**src/shared/srh_params.svh**
```systemverilog
// Purpose: constants of the serial read command handler
// Assumes: one logical byte travels as two ascii hex characters
// Notes: offsets are byte addresses in system memory
`ifndef SRH_PARAMS_SVH
`define SRH_PARAMS_SVH

// ==========================================
// frame characters and fields
`define SRH_CHAR_START 8'h21
`define SRH_CHAR_ACK 8'h41
`define SRH_CHAR_ERR 8'h45
`define SRH_CHAR_READ 8'h52
`define SRH_CMD_MEM 8'h6D
`define SRH_CMD_CFG 8'h63
`define SRH_CMD_VER 8'h76
`define SRH_CMD_COUNT 8'h09
`define SRH_CMD_LAST_IDX 4'h9
`define SRH_CMD_CKSM_IDX 4'h8
`define SRH_RESP_EXTRA 8'h02
`define SRH_ERR_COUNT 8'h02
`define SRH_ERR_CKSM 16'hFFB8
`define SRH_CKSM_BASE 16'hFFFF

// ==========================================
// system memory map
`define SRH_CFG_BASE 16'h0010
`define SRH_VER_BASE 16'h0080
`define SRH_REG_CALIBRATION_ZERO 16'h0000
`define SRH_REG_NODE_BUS_ADDRESS 16'h002C
`define SRH_REG_SERIAL_LINK_TYPE 16'h002D
`define SRH_REG_PEAK_TEMPERATURE_RECORD 16'h002E
`define SRH_REG_UNIT_SERIAL_NUMBER 16'h004E
`define SRH_REG_FLUID_DESCRIPTOR_TEXT 16'h0056
`define SRH_REG_BOARD_REVISION 16'h007B
`define SRH_REG_FIELDBUS_SEND_TRIGGER 16'h00A4
`define SRH_REG_FIELDBUS_SEND_INTERVAL 16'h00A5
`define SRH_REG_FIELDBUS_MESSAGE_MAPPING 16'h00A7
`define SRH_REG_SMOOTHING_TIME_CONSTANT 16'h00EF
`define SRH_REG_SERIAL_LINE_SPEED 16'h00F0
`define SRH_REG_FIELDBUS_LINE_SPEED 16'h00F1
`define SRH_NODE_ADDR_RST 8'h01

// ==========================================
// timing
`define SRH_IDLE_TIMEOUT_MS 1000
`define SRH_CLK_MHZ 250

`endif

```
**src/shared/srh_pkg.sv**
```systemverilog
// Purpose: types of the serial read command handler
// Assumes: nothing
// Notes: constants live in srh_params.svh
package srh_pkg;
  typedef logic [7:0] srh_byte_t;
  typedef enum {SRH_RX, SRH_LOAD, SRH_WAIT, SRH_HI, SRH_LO} srh_state_t;
  typedef enum {SRH_F_HDR, SRH_F_CNT, SRH_F_DATA, SRH_F_CKH, SRH_F_CKL} srh_field_t;
endpackage

```
**src/shared/srh_mem_if.sv**
```systemverilog
// Purpose: port between the handler and its system memory
// Assumes: read data one clock after rd_en
// Notes: single write port for the instrument's own firmware
interface srh_mem_if #(parameter int AW = 8);
  logic rd_en;
  logic [AW-1:0] rd_addr;
  logic [7:0] rd_data;
  logic wr_en;
  logic [AW-1:0] wr_addr;
  logic [7:0] wr_data;
  modport ctrl(output rd_en, rd_addr, wr_en, wr_addr, wr_data, input rd_data);
  modport mem(input rd_en, rd_addr, wr_en, wr_addr, wr_data, output rd_data);
endinterface

```
**src/hdl/srh_sysmem.sv**
```systemverilog
// Purpose: system memory of the instrument
// Assumes: contents undefined until firmware writes them
// Notes: registered read data, one clock latency
module srh_sysmem
  import srh_pkg::*;
#(
  parameter int AW = 8
)
(
  input wire logic clk,
  srh_mem_if.mem port
);
  logic [7:0] ram [2**AW];

  // ==========================================
  // storage
  always_ff @(posedge clk)
  begin
    if (port.wr_en)
    begin
      ram[port.wr_addr] <= port.wr_data;
    end
    if (port.rd_en)
    begin
      port.rd_data <= ram[port.rd_addr];
    end
  end
endmodule

```
**src/hdl/srh_top.sv**
```systemverilog
// Purpose: serial read command interpreter (memory, settings, version)
// Assumes: rx_char/rx_valid come from a uart on this clock
// Notes: characters arriving until the answer's last char is buffered are dropped; ones arriving while the buffer drains are received
`include "srh_params.svh"
module srh_top
  import srh_pkg::*;
#(
  parameter int MEM_AW = 8,
  parameter int unsigned IDLE_CYCLES = `SRH_IDLE_TIMEOUT_MS * `SRH_CLK_MHZ * 1000
)
(
  input wire logic clk,
  input wire logic reset,
  input wire logic [7:0] rx_char,
  input wire logic rx_valid,
  output logic [7:0] tx_char,
  output logic tx_valid,
  input wire logic tx_ready,
  input wire logic fw_wr_en,
  input wire logic [15:0] fw_wr_addr,
  input wire logic [7:0] fw_wr_data,
  output logic [7:0] own_address,
  output logic busy
);
  // ==========================================
  // helpers
  function automatic logic [4:0] hex_to_nib(input logic [7:0] c);
    logic [4:0] r;
    r = 5'h00;
    if (c >= 8'h30 && c <= 8'h39)
    begin
      r = {1'b1, c[3:0]};
    end
    else if (c >= 8'h41 && c <= 8'h46)
    begin
      r = {1'b1, c[3:0] + 4'h9};
    end
    else if (c >= 8'h61 && c <= 8'h66)
    begin
      r = {1'b1, c[3:0] + 4'h9};
    end
    return r;
  endfunction

  function automatic logic [7:0] nib_to_hex(input logic [3:0] n);
    logic [7:0] r;
    r = (n < 4'hA) ? {4'h3, n} : {4'h4, n - 4'h9};
    return r;
  endfunction

  function automatic logic [15:0] cmd_base(input logic [7:0] c);
    logic [15:0] r;
    r = 16'h0000;
    if (c == `SRH_CMD_CFG)
    begin
      r = `SRH_CFG_BASE;
    end
    else if (c == `SRH_CMD_VER)
    begin
      r = `SRH_VER_BASE;
    end
    return r;
  endfunction

  localparam logic [16:0] MEM_DEPTH = 17'(2**MEM_AW);

  // ==========================================
  // memory
  srh_mem_if #(.AW(MEM_AW)) mem_bus();

  srh_sysmem #(.AW(MEM_AW)) u_mem (
    .clk(clk),
    .port(mem_bus)
  );

  // ==========================================
  // state
  srh_state_t state, next_state;
  srh_field_t field, next_field;
  logic [3:0] rx_idx, next_rx_idx;
  logic rx_hi, next_rx_hi;
  logic [3:0] rx_nib, next_rx_nib;
  srh_byte_t cnt_b, next_cnt_b;
  srh_byte_t iaddr_b, next_iaddr_b;
  srh_byte_t cmd1_b, next_cmd1_b;
  srh_byte_t cmd2_b, next_cmd2_b;
  logic [15:0] addr_b, next_addr_b;
  srh_byte_t len_b, next_len_b;
  srh_byte_t ckh_b, next_ckh_b;
  logic [15:0] rx_sum, next_rx_sum;
  logic [31:0] idle_cnt, next_idle_cnt;
  srh_byte_t cur, next_cur;
  logic [15:0] tx_sum, next_tx_sum;
  srh_byte_t remain, next_remain;
  logic [MEM_AW-1:0] rd_ptr, next_rd_ptr;
  logic is_err, next_is_err;
  logic last, next_last;
  srh_byte_t node_addr, next_node_addr;
  logic next_busy;
  srh_byte_t b0, b1, next_b0, next_b1;
  logic v0, v1, next_v0, next_v1;

  logic push;
  srh_byte_t push_data;
  logic buf_in_ready;
  logic [4:0] dec;
  srh_byte_t byte_in;
  logic [15:0] ck_rx;
  logic frame_ok;
  logic [16:0] eff;

  assign buf_in_ready = !v1;
  assign tx_char = b0;
  assign tx_valid = v0;
  assign own_address = node_addr;

  // ==========================================
  // interpreter
  always_comb
  begin
    next_state = state;
    next_field = field;
    next_rx_idx = rx_idx;
    next_rx_hi = rx_hi;
    next_rx_nib = rx_nib;
    next_cnt_b = cnt_b;
    next_iaddr_b = iaddr_b;
    next_cmd1_b = cmd1_b;
    next_cmd2_b = cmd2_b;
    next_addr_b = addr_b;
    next_len_b = len_b;
    next_ckh_b = ckh_b;
    next_rx_sum = rx_sum;
    next_idle_cnt = idle_cnt;
    next_cur = cur;
    next_tx_sum = tx_sum;
    next_remain = remain;
    next_rd_ptr = rd_ptr;
    next_is_err = is_err;
    next_last = last;
    next_node_addr = node_addr;
    push = 1'b0;
    push_data = 8'h00;
    mem_bus.rd_en = 1'b0;
    mem_bus.rd_addr = rd_ptr;
    mem_bus.wr_en = fw_wr_en && ({1'b0, fw_wr_addr} < MEM_DEPTH);
    mem_bus.wr_addr = fw_wr_addr[MEM_AW-1:0];
    mem_bus.wr_data = fw_wr_data;
    dec = hex_to_nib(rx_char);
    byte_in = {rx_nib, dec[3:0]};
    ck_rx = {ckh_b, byte_in};
    frame_ok = (cnt_b == `SRH_CMD_COUNT) && (cmd1_b == `SRH_CHAR_READ)
      && (cmd2_b == `SRH_CMD_MEM || cmd2_b == `SRH_CMD_CFG || cmd2_b == `SRH_CMD_VER)
      && (ck_rx == `SRH_CKSM_BASE - rx_sum);
    eff = {1'b0, cmd_base(cmd2_b)} + {1'b0, addr_b};
    if (mem_bus.wr_en && fw_wr_addr == `SRH_REG_NODE_BUS_ADDRESS)
    begin
      next_node_addr = fw_wr_data;
    end
    case (state)
      SRH_RX:
      begin
        if (rx_valid)
        begin
          next_idle_cnt = 32'h0;
          if (!dec[4])
          begin
            // non-hex character: frame cannot be trusted
            next_rx_idx = 4'h0;
            next_rx_hi = 1'b0;
          end
          else if (!rx_hi)
          begin
            next_rx_nib = dec[3:0];
            next_rx_hi = 1'b1;
          end
          else
          begin
            next_rx_hi = 1'b0;
            if (rx_idx < `SRH_CMD_CKSM_IDX)
            begin
              next_rx_sum = rx_sum + {8'h00, byte_in};
            end
            case (rx_idx)
              4'h0:
              begin
                next_rx_sum = {8'h00, byte_in};
              end
              4'h1: next_cnt_b = byte_in;
              4'h2: next_iaddr_b = byte_in;
              4'h3: next_cmd1_b = byte_in;
              4'h4: next_cmd2_b = byte_in;
              4'h5: next_addr_b[15:8] = byte_in;
              4'h6: next_addr_b[7:0] = byte_in;
              4'h7: next_len_b = byte_in;
              4'h8: next_ckh_b = byte_in;
              default: ;
            endcase
            if (rx_idx == 4'h0 && byte_in != `SRH_CHAR_START)
            begin
              next_rx_idx = 4'h0;
            end
            else if (rx_idx == `SRH_CMD_LAST_IDX)
            begin
              next_rx_idx = 4'h0;
              // other instruments' frames pass in silence
              if (iaddr_b == node_addr)
              begin
                next_state = SRH_LOAD;
                next_field = SRH_F_HDR;
                next_is_err = !(frame_ok && eff < MEM_DEPTH);
                next_rd_ptr = eff[MEM_AW-1:0];
                next_remain = len_b;
                next_tx_sum = 16'h0000;
                next_last = 1'b0;
              end
            end
            else
            begin
              next_rx_idx = rx_idx + 4'h1;
            end
          end
        end
        else if (rx_idx != 4'h0 || rx_hi)
        begin
          // gap inside a frame
          if (idle_cnt >= IDLE_CYCLES - 1)
          begin
            next_rx_idx = 4'h0;
            next_rx_hi = 1'b0;
            next_idle_cnt = 32'h0;
          end
          else
          begin
            next_idle_cnt = idle_cnt + 32'h1;
          end
        end
      end
      SRH_LOAD:
      begin
        next_state = SRH_HI;
        case (field)
          SRH_F_HDR:
          begin
            next_cur = is_err ? `SRH_CHAR_ERR : `SRH_CHAR_ACK;
            next_field = SRH_F_CNT;
          end
          SRH_F_CNT:
          begin
            // count covers data plus checksum
            next_cur = is_err ? `SRH_ERR_COUNT : len_b + `SRH_RESP_EXTRA;
            next_field = (is_err || remain == 8'h00) ? SRH_F_CKH : SRH_F_DATA;
          end
          SRH_F_DATA:
          begin
            mem_bus.rd_en = 1'b1;
            next_state = SRH_WAIT;
          end
          SRH_F_CKH:
          begin
            next_cur = is_err ? 8'(`SRH_ERR_CKSM >> 8) : 8'((`SRH_CKSM_BASE - tx_sum) >> 8);
            next_field = SRH_F_CKL;
          end
          default:
          begin
            next_cur = is_err ? 8'(`SRH_ERR_CKSM & 16'h00FF)
              : 8'((`SRH_CKSM_BASE - tx_sum) & 16'h00FF);
            next_last = 1'b1;
          end
        endcase
        if (field == SRH_F_HDR || field == SRH_F_CNT)
        begin
          next_tx_sum = tx_sum + {8'h00, next_cur};
        end
      end
      SRH_WAIT:
      begin
        next_cur = mem_bus.rd_data;
        next_tx_sum = tx_sum + {8'h00, mem_bus.rd_data};
        // addresses past the top of memory wrap
        next_rd_ptr = rd_ptr + MEM_AW'(1);
        next_remain = remain - 8'h01;
        next_field = (remain == 8'h01) ? SRH_F_CKH : SRH_F_DATA;
        next_state = SRH_HI;
      end
      SRH_HI:
      begin
        if (buf_in_ready)
        begin
          push = 1'b1;
          push_data = nib_to_hex(cur[7:4]);
          next_state = SRH_LO;
        end
      end
      SRH_LO:
      begin
        if (buf_in_ready)
        begin
          push = 1'b1;
          push_data = nib_to_hex(cur[3:0]);
          next_state = last ? SRH_RX : SRH_LOAD;
        end
      end
      default: next_state = SRH_RX;
    endcase
    // stays high until the buffer has drained, so no character leaves while idle
    next_busy = (next_state != SRH_RX) || next_v0;
  end

  // ==========================================
  // two-entry output buffer: a stalled receiver loses no character
  always_comb
  begin
    next_b0 = b0;
    next_b1 = b1;
    next_v0 = v0;
    next_v1 = v1;
    if (v0 && tx_ready)
    begin
      next_v0 = v1;
      next_b0 = b1;
      next_v1 = 1'b0;
    end
    if (push)
    begin
      if (!next_v0)
      begin
        next_v0 = 1'b1;
        next_b0 = push_data;
      end
      else
      begin
        next_v1 = 1'b1;
        next_b1 = push_data;
      end
    end
  end

  // ==========================================
  // registers
  always_ff @(posedge clk)
  begin
    if (reset)
    begin
      state <= SRH_RX;
      field <= SRH_F_HDR;
      rx_idx <= 4'h0;
      rx_hi <= 1'b0;
      rx_nib <= 4'h0;
      cnt_b <= 8'h00;
      iaddr_b <= 8'h00;
      cmd1_b <= 8'h00;
      cmd2_b <= 8'h00;
      addr_b <= 16'h0000;
      len_b <= 8'h00;
      ckh_b <= 8'h00;
      rx_sum <= 16'h0000;
      idle_cnt <= 32'h0;
      cur <= 8'h00;
      tx_sum <= 16'h0000;
      remain <= 8'h00;
      rd_ptr <= '0;
      is_err <= 1'b0;
      last <= 1'b0;
      node_addr <= `SRH_NODE_ADDR_RST;
      busy <= 1'b0;
      b0 <= 8'h00;
      b1 <= 8'h00;
      v0 <= 1'b0;
      v1 <= 1'b0;
    end
    else
    begin
      state <= next_state;
      field <= next_field;
      rx_idx <= next_rx_idx;
      rx_hi <= next_rx_hi;
      rx_nib <= next_rx_nib;
      cnt_b <= next_cnt_b;
      iaddr_b <= next_iaddr_b;
      cmd1_b <= next_cmd1_b;
      cmd2_b <= next_cmd2_b;
      addr_b <= next_addr_b;
      len_b <= next_len_b;
      ckh_b <= next_ckh_b;
      rx_sum <= next_rx_sum;
      idle_cnt <= next_idle_cnt;
      cur <= next_cur;
      tx_sum <= next_tx_sum;
      remain <= next_remain;
      rd_ptr <= next_rd_ptr;
      is_err <= next_is_err;
      last <= next_last;
      node_addr <= next_node_addr;
      busy <= next_busy;
      b0 <= next_b0;
      b1 <= next_b1;
      v0 <= next_v0;
      v1 <= next_v1;
    end
  end
endmodule

```
**config.mk**
```make
export PLATFORM = sky130hd
export DESIGN_NAME = srh_top
export DESIGN_NICKNAME = d
export VERILOG_FILES = /design/src/shared/srh_pkg.sv /design/src/shared/srh_mem_if.sv /design/src/hdl/srh_sysmem.sv /design/src/hdl/srh_top.sv
export VERILOG_INCLUDE_DIRS = /design/src /design/src/shared
export SDC_FILE = /design/constraint.sdc
export NUM_CORES = 2
export LEC_CHECK = 0
export ABC_AREA = 1
export BUFFER_PORTS_ARGS = -buffer_cell sky130_fd_sc_hd__buf_2
export CORE_ASPECT_RATIO = 0.9
export CORE_MARGIN = 2
export CORE_UTILIZATION = 45
export CTS_BUF_LIST = sky130_fd_sc_hd__clkbuf_8
export DETAILED_ROUTE_END_ITERATION = 6
export PLACE_DENSITY_LB_ADDON = 0.08
export SYNTH_ARGS = -nofsm -noshare
export SYNTH_HDL_FRONTEND = slang
export SYNTH_SLANG_ARGS = --single-unit
```
**constraint.sdc**
```tcl
create_clock -name clk -period 4.3 [get_ports clk]
set_input_delay 0.215 -clock clk [delete_from_list [all_inputs] [get_ports clk]]
set_output_delay 0.215 -clock clk [all_outputs]
set_load 0.005 [all_outputs]
```
==> reports/results.txt <==
Yosys top cell area share: 66.2%
total core area: 0.206 mm^2
Layout Skew: 46.9 ps
critical path data required time: 5200 ps
CP Class: in -> reg
YS warnings: 0
status: finished, final reports clean
worst r2r src: field[2]$_SDFFE_PP0P_
Synth area leader: edfxtp_1
worst slew pin tran: 1340 ps
routability cong.: 0.889
Synth Area in XOR/XNOR: 0.488%
number of global-route vias before repair: 61500
Root Buffer: clkbuf_8
maximum number of pins on one net before global-route repair: 194
clk sinks: 2279
DP HPWL: 162000 um
fin crit share: 92.5%
Psw: 9.31 mW
number of library cell types mapped by synthesis: 59
RSZ-0062 raised after global routing: no
last element of the critical path: tx_sum[9]$_SDFFE_PP0P_
hold_ws: 170 ps
sequential-to-total area share from yosys stat: 71.0%
Critical Path End Type: register
H-tree depth: 5
Final Max Tran Viols: 0
post-place setup slack: 158 ps
Main synth FF type: edfxtp_1
Port Buffers: 54
Clock Pin Slew Worst Setup and Hold Paths: 60 ps
Adder-Cell Fraction of Synth Area: 0.432%
mux contribution to synthesized area: 0%
Multi-input gate area: 0.0240 mm^2
DRT Wirelength: 278000 um
Synth Area per Inst: 11.7 um^2
DRC viols: 0
ys async rst share: 0%
most frequent cells in the layout: edfxtp_1, nor2_1, o21ai_0, nand2_1, clkbuf_8
fin nets: 8212
gr ovfl total: 0
Max Fclk: 251 MHz
CP Buf/Inv Count: 6
complex-gate fraction of the synthesized area: 12.2%
Final setup viols: 0
area grow syn2layout: 11.4%
Post-DRT Antenna Nets: 0
HP Class: in -> reg
Worst path top cell family by delay: buffers and inverters
number of cells on the critical path: 18
CTS tree: done
Vias: 64100
final hold violations: 0
Initial Util: 45.3%
initial antenna violation count: 24
Die H: 436 um
Area contributors post-synth: edfxtp_1, nor2_1, o21ai_0, dfxtp_1, nand2_1
Top Ports: 55
delay of the slowest critical-path stage: 650 ps
Tot Pwr: 42.4 mW
Leak: 34.7 nW
# fillers: 18400
beginning of the critical path: rx_char[7]
Max-cap violations: 0
first drt pass iteration count: 6
first-pass GRT wire length: 411000 um
EDFF count, synth: 2056
sw frac: 21.9%
VDD IR max: 0.281 mV
cells along the critical path: dlygate4sd3_1 > buf_2 > nor3_4 > dlygate4sd3_1 > nand2_2 > dlygate4sd3_1 > nand2_4 > nand4_1 > dlygate4sd3_1 > nor2_1 > nand2_1 > dlygate4sd3_1 > nand2_1 > nand2_1 > nand2_2 > nand2_4 > nand2_1 > a21oi_1
Slowest cell on crit path: dlygate4sd3_1
die footprint: 0.211 mm^2
clock network power share: 41.6%
Iter 0 DRT Violations: 7002
CTS Buf Count: 388
Final min period: 3980 ps
final worst setup slack: 323 ps
sequential share of power: 56.9%
die width: 484 um
Total GRT Usage: 25.8%
r2r endpoint: tx_sum[12]$_SDFFE_PP0P_
area share of and/or/nand/nor cells after synthesis: 12.4%
reg2reg setup slack: 600 ps
Seq cells post-synth: 2279
commonest non-fill, non-tap cell in the layout: edfxtp_1
Reg area: 0.0662 mm^2
crit path max fanout: 20
Clock Latency Late Sink: 1090 ps
reg2reg path depth: 18
Comb power frac: 1.5%
setup TNS: 0 ps
FP Rows: 158
PD cells: 409 mW/mm^2
Mapped Cells: 7992
DR vias/cell: 5.74
Worst Path Arrival: 4870 ps
Slew HR: 10.0%
internal cell power: 33.1 mW
Crit path top cell by count: dlygate4sd3_1
share of cells above drive strength 1: 9.15%
largest family of logic cells by synthesized area: simple AND/OR/NAND/NOR gates
Setup crit start kind: input pin
Synth Cell Area: 0.0933 mm^2
CTS Buffer Depth: 4
wire per inst: 24.9 um
[power by group through the flow]
stage	sequential [mW]	combinational [mW]	clock (mW)
6_report	24.1	0.646	17.7
5_1_grt	24.1	0.684	19.0
4_1_cts	24.1	0.651	18.0
3_5_place_dp	24.6	0.633	0
3_3_place_gp	24.6	0.623	0
2_1_floorplan	24.6	0.0871	0
[Yosys cell counts, drive strengths merged (3+ instances only)]
library cell and n:
nand2 609, o21bai 5, o21ai 1195, nor2 1707, ha 29, a211oi 22, xnor2 17, nand3b 8
nor3b 3, buf 203, clkbuf 309, a21oi 236, o211ai 204, inv 250, nor4 11, nor3 49
nand4 36, a21o 3, clkinv 6, dfxtp 223, edfxtp 2056, o21a 5, or2 9, xor2 35
o22ai 277, a31oi 11, o221ai 59, nand3 396, o2111ai 6
[layer usage]
| layer | wire length (um) | up-vias | part of all wire (%) | GRT usage (%) |
|---|---|---|---|---|
| met2 | 125000 | 2491 | 45 | 39.1 |
| met5 | 0 | - | 0 | 0 |
| met3 | 19300 | 478 | 7.0 | 3.92 |
| li1 | - | 29300 | - | - |
| met4 | 8640 | 0 | 3.1 | 8.87 |
| met1 | 125000 | 31800 | 45 | 38.1 |
[timing repair]
action | in CTS | in global routing
endpoints found under the setup margin | 0 | 20
endpoints found under the hold margin | 1716 | 0
resized for setup | 0 | 1
hold buffers | 32 | 0
buffers inserted | 0 | 0
[kinds of logic after synthesis]
kind of cell,Yosys count
adder cells (fa/ha/maj),31
AO/OA/AOI/OAI,2030
other,1
AND/OR/NAND/NOR,2831
buffers and inverters,768
flip-flops,2279
XOR/XNOR,52
[flip-flops by register name, indices dropped and copies added (netlist names), 16 cells and up]
register and cells:
idle_cnt 32, u_mem.ram 2048, rx_sum 16, addr_b 16, tx_sum 16, state 32
[worst min-delay path by stage]
stage	slack (ps)	from	to	depth (start not counted)
after floorplan	310	fw_wr_data[0]	u_mem.ram[0][0]$_DFFE_PP_	0
after global placement	430	idle_cnt[29]$_SDFFE_PP0P_	idle_cnt[29]$_SDFFE_PP0P_	2
after detailed placement	440	cmd1_b[3]$_SDFFE_PP0P_	cmd1_b[3]$_SDFFE_PP0P_	2
after CTS	100	fw_wr_addr[3]	u_mem.ram[7][4]$_DFFE_PP_	4
after global routing	140	fw_wr_data[5]	u_mem.ram[128][5]$_DFFE_PP_	2
final	170	fw_wr_data[5]	u_mem.ram[128][5]$_DFFE_PP_	2
[area by class of cell]
cell class | instances | share of cell area, %
sequential | 2279 | 63.7
clock buffer | 413 | 5.47
tap | 2720 | 3.28
multi-input combinational | 4973 | 23.1
antenna | 16 | 0.0385
inverter | 256 | 0.956
timing repair buffer | 246 | 2.31
clock inverter | 262 | 1.08
[through the flow]
stage          std cells  utilization [%]  instance area, um^2
2_1_floorplan       8020                -                93400
3_3_place_gp       10400             47.0                96700
3_5_place_dp       10400             47.0                96700
4_1_cts            11100             50.4               104000
5_1_grt            11200             50.4               104000
6_report           11200             50.4               104000
No activity file was read; power rests on OpenSTA's default activity.
